## src/design/sup_consts.svh

```systemverilog
// Offsets, field positions, reset values and sizes for limit supervision
`ifndef SUP_CONSTS_SVH
`define SUP_CONSTS_SVH
`define SUP_NUM_CH        6
`define SUP_DATA_W        16
`define SUP_ADDR_W        8
`define SUP_STATUS_OFF    8'h00
`define SUP_IRQ_STAT_OFF  8'h01
`define SUP_IRQ_MASK_OFF  8'h02
`define SUP_REACT_OFF     8'h03
`define SUP_CH_BASE       8'h10
`define SUP_CH_SPAN       8'h18
`define SUP_CH_CTRL       2'h0
`define SUP_CH_LOW        2'h1
`define SUP_CH_HIGH       2'h2
`define SUP_CH_HYST       2'h3
`define SUP_MODE_LSB      0
`define SUP_MODE_MSB      3
`define SUP_ACT_LSB       4
`define SUP_ACT_MSB       5
`define SUP_SEL_LSB       8
`define SUP_SEL_MSB       10
`define SUP_STATUS_RST    16'h0000
`define SUP_CTRL_RST      16'h0300
`define SUP_LIMIT_RST     16'h0000
`define SUP_HYST_RST      16'h0000
`define SUP_MASK_RST      6'h00
`define SUP_WARN_LSB      0
`define SUP_FAULT_LSB     8
`endif

```

## src/design/sup_pkg.sv

```systemverilog
// Types shared by limit supervision modules
package sup_pkg;
  typedef enum logic [3:0] {
    MODE_DISABLED = 4'h0,
    MODE_LOW      = 4'h1,
    MODE_HIGH     = 4'h2,
    MODE_ABS_LOW  = 4'h3,
    MODE_ABS_HIGH = 4'h4
  } mode_type;
  typedef enum logic [1:0] {
    ACT_NONE      = 2'h0,
    ACT_WARNING   = 2'h1,
    ACT_FAULT     = 2'h2,
    ACT_FAULT_RUN = 2'h3
  } action_type;
  typedef enum logic [2:0] {
    SEL_ZERO    = 3'h0,
    SEL_SPEED   = 3'h1,
    SEL_FREQ    = 3'h3,
    SEL_CURRENT = 3'h4
  } select_type;
endpackage : sup_pkg

```

## src/design/sup_cmp_if.sv

```systemverilog
// Link between the register block and one limit comparator
`timescale 1ns/100ps
interface sup_cmp_if;
  import sup_pkg::*;
  logic signed [15:0] sample;
  logic signed [15:0] low_limit;
  logic signed [15:0] high_limit;
  logic        [15:0] hyst;
  logic        [3:0]  mode;
  logic               outside;
  modport ctrl (output sample, output low_limit, output high_limit, output hyst,
                output mode, input outside);
  modport cmp  (input sample, input low_limit, input high_limit, input hyst,
                input mode, output outside);
endinterface : sup_cmp_if

```

## src/design/sup_top.sv

```systemverilog
// Signal limit supervision: registers, six comparators, reactions, interrupt
//
// The plain strobed port and the register addresses are this design's own decisions.
`timescale 1ns/100ps
`include "sup_consts.svh"

// Function
// - Status bit n-1 is one while signal of function n is outside limits.
// - Status word shows only in/out of limits; resets to zero.
// - Status bits come from comparison alone, not from configured reaction.
// - Selected signal compared with low and high limits; reaction chosen separately.
// - Mode 0 disables the function; condition never asserted.
// - Mode 1 asserts when signal below low limit minus half hysteresis.
// - Mode 1 clears when signal above low limit plus half hysteresis.
// - Mode 2 asserts when signal above high limit plus half hysteresis.
// - Mode 2 clears when signal below high limit minus half hysteresis.
// - Mode 3 asserts when magnitude below low limit magnitude minus half hysteresis.
// - Mode 3 clears when magnitude above low limit magnitude plus half hysteresis.
// - Mode 4 asserts when magnitude above high limit magnitude plus half hysteresis.
// - Mode 4 clears when magnitude below high limit magnitude minus half hysteresis.
// - Action 0 none, 1 warning, 2 fault, 3 fault only while running.
module sup_top (
  input  wire logic                     clk_in,       // Control clock, 50 MHz
  input  wire logic                     rst_n_in,     // Async reset, active low
  input  wire logic [`SUP_ADDR_W-1:0]   addr_in,      // Register address
  input  wire logic [`SUP_DATA_W-1:0]   wdata_in,     // Write data
  input  wire logic                     wr_in,        // Write strobe
  input  wire logic                     rd_in,        // Read strobe
  output logic      [`SUP_DATA_W-1:0]   rdata_out,    // Read data, cycle after strobe
  input  wire logic signed [15:0]       speed_in,     // Motor speed sample
  input  wire logic signed [15:0]       freq_in,      // Output frequency sample
  input  wire logic signed [15:0]       current_in,   // Motor current sample
  input  wire logic                     running_in,   // Motor running
  output logic      [`SUP_DATA_W-1:0]   status_out,   // Supervision status word
  output logic                          warning_out,  // Supervision warning level
  output logic                          fault_out,    // Supervision fault level
  output logic                          irq_out       // Interrupt, level
);
  import sup_pkg::*;

  localparam int NCH = `SUP_NUM_CH;

  logic [`SUP_DATA_W-1:0] ctrl_r  [NCH];
  logic [`SUP_DATA_W-1:0] low_r   [NCH];
  logic [`SUP_DATA_W-1:0] high_r  [NCH];
  logic [`SUP_DATA_W-1:0] hyst_r  [NCH];
  logic [NCH-1:0]         outside_c;
  logic [NCH-1:0]         outside_prev_r;
  logic [NCH-1:0]         irq_stat_r;
  logic [NCH-1:0]         irq_stat_nxt;
  logic [NCH-1:0]         irq_mask_r;
  logic [NCH-1:0]         warn_c;
  logic [NCH-1:0]         fault_c;
  logic [NCH-1:0]         warn_r;
  logic [NCH-1:0]         fault_r;
  logic [`SUP_DATA_W-1:0] status_r;
  logic [`SUP_DATA_W-1:0] rdata_r;
  logic [`SUP_DATA_W-1:0] rdata_nxt;
  logic [`SUP_ADDR_W-1:0] ch_off;
  logic                   ch_hit;
  logic [2:0]             ch_idx;
  logic [1:0]             ch_reg;

  // Per-channel window decode
  assign ch_hit = (addr_in >= `SUP_CH_BASE) && (addr_in < `SUP_CH_BASE + `SUP_CH_SPAN);
  assign ch_off = addr_in - `SUP_CH_BASE;
  assign ch_idx = ch_off[4:2];
  assign ch_reg = ch_off[1:0];

  // Channel configuration registers
  always_ff @(posedge clk_in or negedge rst_n_in) begin
    if (!rst_n_in) begin
      for (int i = 0; i < NCH; i++) begin
        ctrl_r[i] <= `SUP_CTRL_RST;
        low_r[i]  <= `SUP_LIMIT_RST;
        high_r[i] <= `SUP_LIMIT_RST;
        hyst_r[i] <= `SUP_HYST_RST;
      end
    end else if (wr_in && ch_hit) begin
      case (ch_reg)
        `SUP_CH_CTRL: ctrl_r[ch_idx] <= wdata_in;
        `SUP_CH_LOW:  low_r[ch_idx]  <= wdata_in;
        `SUP_CH_HIGH: high_r[ch_idx] <= wdata_in;
        `SUP_CH_HYST: hyst_r[ch_idx] <= wdata_in;
        default:      ctrl_r[ch_idx] <= ctrl_r[ch_idx];
      endcase
    end
  end

  // Signal selection and one comparator per function
  for (genvar g = 0; g < NCH; g++) begin : g_ch
    sup_cmp_if          link_if ();
    logic signed [15:0] sel_sample;

    always_comb begin
      case (ctrl_r[g][`SUP_SEL_MSB:`SUP_SEL_LSB])
        SEL_SPEED:   sel_sample = speed_in;
        SEL_FREQ:    sel_sample = freq_in;
        SEL_CURRENT: sel_sample = current_in;
        default:     sel_sample = 16'sh0000;
      endcase
    end

    assign link_if.sample     = sel_sample;
    assign link_if.low_limit  = signed'(low_r[g]);
    assign link_if.high_limit = signed'(high_r[g]);
    assign link_if.hyst       = hyst_r[g];
    assign link_if.mode       = ctrl_r[g][`SUP_MODE_MSB:`SUP_MODE_LSB];
    assign outside_c[g]       = link_if.outside;

    sup_cmp u_cmp (
      .clk_in   (clk_in),
      .rst_n_in (rst_n_in),
      .link     (link_if.cmp)
    );

    // Reaction decode; never feeds back into the status word
    always_comb begin
      warn_c[g]  = 1'b0;
      fault_c[g] = 1'b0;
      case (action_type'(ctrl_r[g][`SUP_ACT_MSB:`SUP_ACT_LSB]))
        ACT_WARNING:   warn_c[g]  = outside_c[g];
        ACT_FAULT:     fault_c[g] = outside_c[g];
        ACT_FAULT_RUN: fault_c[g] = outside_c[g] & running_in;
        default:       warn_c[g]  = 1'b0;
      endcase
    end
  end

  // Status word: comparison results only, reserved bits zero
  always_ff @(posedge clk_in or negedge rst_n_in) begin
    if (!rst_n_in) begin
      status_r <= `SUP_STATUS_RST;
    end else begin
      status_r <= {{(`SUP_DATA_W-NCH){1'b0}}, outside_c};
    end
  end

  // Reaction outputs, registered
  always_ff @(posedge clk_in or negedge rst_n_in) begin
    if (!rst_n_in) begin
      warn_r  <= '0;
      fault_r <= '0;
    end else begin
      warn_r  <= warn_c;
      fault_r <= fault_c;
    end
  end

  // Sticky entry events; a new event beats a same-cycle clear
  always_comb begin
    irq_stat_nxt = irq_stat_r;
    if (wr_in && addr_in == `SUP_IRQ_STAT_OFF) begin
      irq_stat_nxt = irq_stat_nxt & ~wdata_in[NCH-1:0];
    end
    irq_stat_nxt = irq_stat_nxt | (outside_c & ~outside_prev_r);
  end

  always_ff @(posedge clk_in or negedge rst_n_in) begin
    if (!rst_n_in) begin
      outside_prev_r <= '0;
      irq_stat_r     <= '0;
    end else begin
      outside_prev_r <= outside_c;
      irq_stat_r     <= irq_stat_nxt;
    end
  end

  always_ff @(posedge clk_in or negedge rst_n_in) begin
    if (!rst_n_in) begin
      irq_mask_r <= `SUP_MASK_RST;
    end else if (wr_in && addr_in == `SUP_IRQ_MASK_OFF) begin
      irq_mask_r <= wdata_in[NCH-1:0];
    end
  end

  // Read mux; unmapped addresses read zero
  always_comb begin
    rdata_nxt = '0;
    if (ch_hit) begin
      case (ch_reg)
        `SUP_CH_CTRL: rdata_nxt = ctrl_r[ch_idx];
        `SUP_CH_LOW:  rdata_nxt = low_r[ch_idx];
        `SUP_CH_HIGH: rdata_nxt = high_r[ch_idx];
        `SUP_CH_HYST: rdata_nxt = hyst_r[ch_idx];
        default:      rdata_nxt = '0;
      endcase
    end else begin
      case (addr_in)
        `SUP_STATUS_OFF:   rdata_nxt = status_r;
        `SUP_IRQ_STAT_OFF: rdata_nxt = {{(`SUP_DATA_W-NCH){1'b0}}, irq_stat_r};
        `SUP_IRQ_MASK_OFF: rdata_nxt = {{(`SUP_DATA_W-NCH){1'b0}}, irq_mask_r};
        `SUP_REACT_OFF:    rdata_nxt = {2'b00, fault_r, 2'b00, warn_r};
        default:           rdata_nxt = '0;
      endcase
    end
  end

  // Data held only for the cycle after the strobe
  always_ff @(posedge clk_in or negedge rst_n_in) begin
    if (!rst_n_in) begin
      rdata_r <= '0;
    end else if (rd_in) begin
      rdata_r <= rdata_nxt;
    end else begin
      rdata_r <= '0;
    end
  end

  assign rdata_out   = rdata_r;
  assign status_out  = status_r;
  assign warning_out = |warn_r;
  assign fault_out   = |fault_r;
  assign irq_out     = |(irq_stat_r & irq_mask_r);
endmodule : sup_top

```

## src/design/sup_cmp.sv

```systemverilog
// One limit comparator with hysteresis and held condition state
`timescale 1ns/100ps
module sup_cmp (
  input  wire logic clk_in,      // Control clock
  input  wire logic rst_n_in,    // Async reset, active low
  sup_cmp_if.cmp    link         // Sample, limits, mode, result
);
  import sup_pkg::*;

  logic signed [17:0] half;
  logic signed [17:0] s18;
  logic signed [17:0] lo18;
  logic signed [17:0] hi18;
  logic signed [17:0] s_abs;
  logic signed [17:0] lo_abs;
  logic signed [17:0] hi_abs;
  logic               set_c;
  logic               clr_c;
  logic               valid_c;
  logic               outside_r;

  function automatic logic signed [17:0] mag(input logic signed [17:0] x);
    mag = (x < 0) ? -x : x;
  endfunction : mag

  // 18 bits so limit plus half hysteresis never wraps
  assign half   = signed'({3'b000, link.hyst[15:1]});
  assign s18    = 18'(link.sample);
  assign lo18   = 18'(link.low_limit);
  assign hi18   = 18'(link.high_limit);
  assign s_abs  = mag(s18);
  assign lo_abs = mag(lo18);
  assign hi_abs = mag(hi18);

  always_comb begin
    set_c   = 1'b0;
    clr_c   = 1'b0;
    valid_c = 1'b1;
    case (link.mode)
      MODE_LOW: begin
        set_c = s18 < lo18 - half;
        clr_c = s18 > lo18 + half;
      end
      MODE_HIGH: begin
        set_c = s18 > hi18 + half;
        clr_c = s18 < hi18 - half;
      end
      MODE_ABS_LOW: begin
        set_c = s_abs < lo_abs - half;
        clr_c = s_abs > lo_abs + half;
      end
      MODE_ABS_HIGH: begin
        set_c = s_abs > hi_abs + half;
        clr_c = s_abs < hi_abs - half;
      end
      default: valid_c = 1'b0;
    endcase
  end

  // Evaluated every cycle; inside the band the old state holds
  always_ff @(posedge clk_in or negedge rst_n_in) begin
    if (!rst_n_in) begin
      outside_r <= 1'b0;
    end else if (!valid_c) begin
      outside_r <= 1'b0;
    end else if (set_c) begin
      outside_r <= 1'b1;
    end else if (clr_c) begin
      outside_r <= 1'b0;
    end
  end

  assign link.outside = outside_r;
endmodule : sup_cmp

```

## config.mk

```make
export PLATFORM = sky130hd
export DESIGN_NAME = sup_top
export DESIGN_NICKNAME = d
export VERILOG_FILES = /design/src/design/sup_pkg.sv /design/src/design/sup_cmp_if.sv /design/src/design/sup_top.sv /design/src/design/sup_cmp.sv
export VERILOG_INCLUDE_DIRS = /design/src /design/src/design
export SDC_FILE = /design/constraint.sdc
export NUM_CORES = 2
export LEC_CHECK = 0
export ABC_CLOCK_PERIOD_IN_PS = 13900
export BUFFER_PORTS_ARGS = -buffer_cell sky130_fd_sc_hd__buf_2
export CAP_MARGIN = 5
export CORE_MARGIN = 2
export CORE_UTILIZATION = 49
export CTS_CLUSTER_DIAMETER = 100
export CTS_CLUSTER_SIZE = 28
export DETAILED_ROUTE_END_ITERATION = 6
export PLACE_DENSITY = 0.63
export SYNTH_ARGS = -nofsm -noshare
export SYNTH_HDL_FRONTEND = slang
export SYNTH_HIERARCHICAL = 1
export SYNTH_SLANG_ARGS = --single-unit
```

## constraint.sdc

```tcl
create_clock -name clk_in -period 13.9 [get_ports clk_in]
set_clock_uncertainty 0.1 [all_clocks]
set_input_delay 0.695 -clock clk_in [delete_from_list [all_inputs] [get_ports clk_in]]
set_output_delay 0.695 -clock clk_in [all_outputs]
set_load 0.02 [all_outputs]
```

==> metrics.cfg <==
[status]
status=complete, but fails checks
failed_checks=hold timing

[setup_path]
worst-path-stages=23
critPathLaunchType=register
critical_path_required_ns=14.29
worstSetupEndpointType=register
cpMaxStageDelayCell=a221oi_1
rrSetupSlack_ns=7.87
cp_slowest_stage_delay_ns=0.51
reg2reg_depth=23
crit_type=reg2reg
path_max_fanout=7
critPathArrivalTime_ns=6.41
crit_buf_inv=2
r2r_start=g_ch[3].link_if.high_limit[1]$_DFFE_PN0P_
crit_chain=inv_1 -> ha_1 -> nand2_1 -> or2_2 -> o21ai_0 -> xnor2_1 -> ha_1 -> inv_1 -> a21oi_1 -> or2_2 -> a221oi_1 -> o31ai_1 -> a21oi_1 -> nor4_1 -> a311o_1 -> ha_1 -> and3_1 -> nand4_1 -> nor4_1 -> nor2_1 -> a32o_1 -> nor4_1 -> o21ai_0
setup.worst_path.start=g_ch[3].link_if.high_limit[1]$_DFFE_PN0P_
worst_path_dominant_cell_family=compound AO/OA/AOI/OAI gates
worstSetupEndpoint=g_ch[3].u_cmp/link.outside$_DFFE_PN0P_
rr_endpoint=g_ch[3].u_cmp/link.outside$_DFFE_PN0P_

[synth]
synth_common_cells=1524 x ha_1, 718 x xnor2_1, 665 x a21oi_1, 639 x nor2_1, 571 x o21ai_0
ys_seq_area_share_pct=14.07
synth_ff_type=dfrtp_1
synth_top_family_by_area=adder cells
synth_edf_count=0
netlist_area_sq_um=77660
synth_xor_area_share_pct=9.665
ys_types=113
yosys_warnings=6
synth_top_cell_area_share_pct=24.55
muxShareOfSynthArea_pct=9.224
synth_async_sr_flop_share_pct=100.0
synthTopCellsByArea=ha_1 25%, dfrtp_1 14%, xnor2_1 8.1%
synth.largest_area_cell=ha_1
syn_avg_cell_area_sq_um=8.359
synth.most_common_cell=ha_1
synth_compound_area_share_pct=20.34
syn_inst=9291
yosys_register_bits=436
synthAdderAreaFrac_pct=25.79
synthSimpleGateAreaFrac_pct=16.23

[clock_tree]
clock_path_buffers=3
cts.sinks=436
post_cts_resized=0
cts_hold_buf=0
clock-root-buffer=clkbuf_16
clk_pin_slew_worst_paths_ns=0.11
cts_tree=done
htreeDepth=2
clock_latency_ns=0.66
post-cts-setup-buffers=0
cts_buffers=34

[sta]
rsz0062_at_grt=no
hold_viol=5
max_freq_mhz=166.0
maxSlewViolCount=0
min_period_ns=6.025
fin_crit_sh_pct=43.35
tightestPinTransition_ns=1.395
hold_slack_ns=-0.01726
tns_ns=0
setup_viol=0
maxSlewHeadroom_pct=6.407

[grt]
overflow=0
antenna_found_initial=65
grt_first_pass_wirelength_mm=485.8
grt_pass1_vias=71210
grt_usage_pct=40.42
grt_max_degree=140

[route]
drtIter0Drc=8622
vias_per_cell=6.537
drc_errors=0
first_pass_iters=6
postRouteAntennaNets=0
num_vias=74910
wl_per_cell_microns=29.64
drt-total-wl_mm=339.7

[place]
numPortBuffers=101
routabilityCongestion=1.068
dpl-instance-area_sq_um=80970
dp_hpwl_mm=272.0

[floorplanning]
die_area_sq_um=161700
num_io_pins=112
initial_core_util_pct=49.20
fp.dieW_microns=402.1
rows=146
placeableCoreArea_sq_um=157800
die_h_microns=402.1

[hold_path]
hold_class=in2async

[run]
max_cap_violations=0

[finish]
final_area_sq_um=82460
drive_above_1_share_pct=10.25
nets=10980
syn_to_final_growth_pct=6.174

[power]
powerDensity_nw_per_um2=79.82
p_leak_nw=39.32
vdd_drop_max_mv=0.07629

-- per-layer routing --
metal / up-vias / routed length, microns / global-route usage, % / part of all wire, %
li1: 33940 / - / - / -
met2: 3560 / 144900 / 62.21 / 43
met4: 58 / 21680 / 21.85 / 6.4
met3: 889 / 35010 / 9.916 / 10
met1: 36460 / 137700 / 51.92 / 41
met5: - / 369 / 0 / 0.11
-- worst min path at each step --
stage	start	to	slack, ns
5_1_grt	rst_n_in	ctrl_r[17]$_DFFE_PN0P_	0.05
6_report	rst_n_in	ctrl_r[21]$_DFFE_PN0P_	-0.02
4_1_cts	rst_n_in	ctrl_r[21]$_DFFE_PN0P_	0.02
2_1_floorplan	rst_n_in	ctrl_r[0]$_DFFE_PN0P_	0.30
3_5_place_dp	ctrl_r[5]$_DFFE_PN0P_	warn_r[5]$_DFF_PN0_	0.38
3_3_place_gp	ctrl_r[85]$_DFFE_PN0P_	warn_r[0]$_DFF_PN0_	0.37
-- cells in the final DEF, fill, tap and decap left out, types with 35 or more instances in the layout --
cell type  netlist  layout
a21o_1         182     182
o31ai_1        108     108
o21bai_1       120     120
a31oi_1         91      91
buf_2           47      98
fa_1            48      48
dfrtp_1        424     424
conb_1          13      70
and3_1          43      43
nor2b_1        134     134
o21a_1          86      86
ha_1          1524    1524
nand2_1        545     545
o41ai_1         46      46
or2_2           47      47
buf_4           31     178
nor2_1         639     638
o211ai_1        59      59
nand2b_1       191     191
a2111oi_0       37      36
a211oi_1        70      70
nand4_1        112     112
o21ai_0        571     553
inv_1          564     564
mux2i_1        197     197
nor4_1          55      54
nand3_1        130     130
nor3_1         196     196
xnor2_1        718     718
or3_1           81      81
clkbuf_16        0      37
o22ai_1         35      35
mux2_2         407     407
a21oi_1        665     665
xor2_1         139     139
nand3b_1        37      37
-- where the power goes --
part / leakage, nW / total (mW) / internal [mW] / switching (mW)
Clock: 0.657 / 1.25 / 0.569 / 0.681
Sequential: 5.97 / 1.48 / 1.32 / 0.158
Combinational: 32.7 / 3.86 / 1.55 / 2.31
Total: 39.3 / 6.58 / 3.44 / 3.15
-- cells by family (layout without fill, tap and decap cells) --
family | count (synthesis) | in the layout
AOI/OAI and AO/OA | 2442 | 2442
and+or+nand+nor | 2430 | 2430
adders and majority gates | 1572 | 1572
buffers and inverters | 899 | 908
xor gates and xnor gates | 857 | 857
muxes | 642 | 642
DFF | 436 | 436
other | 13 | 100
-- through the flow --
step | worst slack [ns] | total power, mW | std cells | hold slack (ns) | utilization [%]
floorplan | 8.504 | 4.083 | 9348 | 0.2994 | -
global placement | 8.013 | 5.175 | 11370 | 0.3653 | 51.30
detailed placement | 7.969 | 5.228 | 11370 | 0.3787 | 51.30
CTS | 7.918 | 6.481 | 11430 | 0.02036 | 52.19
global route | 7.437 | 6.986 | 11440 | 0.04651 | 52.21
finish | 7.875 | 6.582 | 11460 | -0.01726 | 52.24
-- area by class of cell --
class	count	area, sq um
antenna	30	75.07
clock buffer	39	933.4
clock inverter	21	474.2
fill	15240	75380
inverter	567	2128
multi-input combinational	8013	63430
sequential	436	10930
tap	2072	2592
timing repair buffer	281	1892
-- flip-flops by register name, summed over array words and instances, names as in the netlist, 16 cells and up --
name,flops
rdata_out,16
g_ch.link_if.high_limit,96
g_ch.link_if.low_limit,96
g_ch.link_if.hyst,96
ctrl_r,96
No activity file was read; power rests on OpenSTA's default activity.
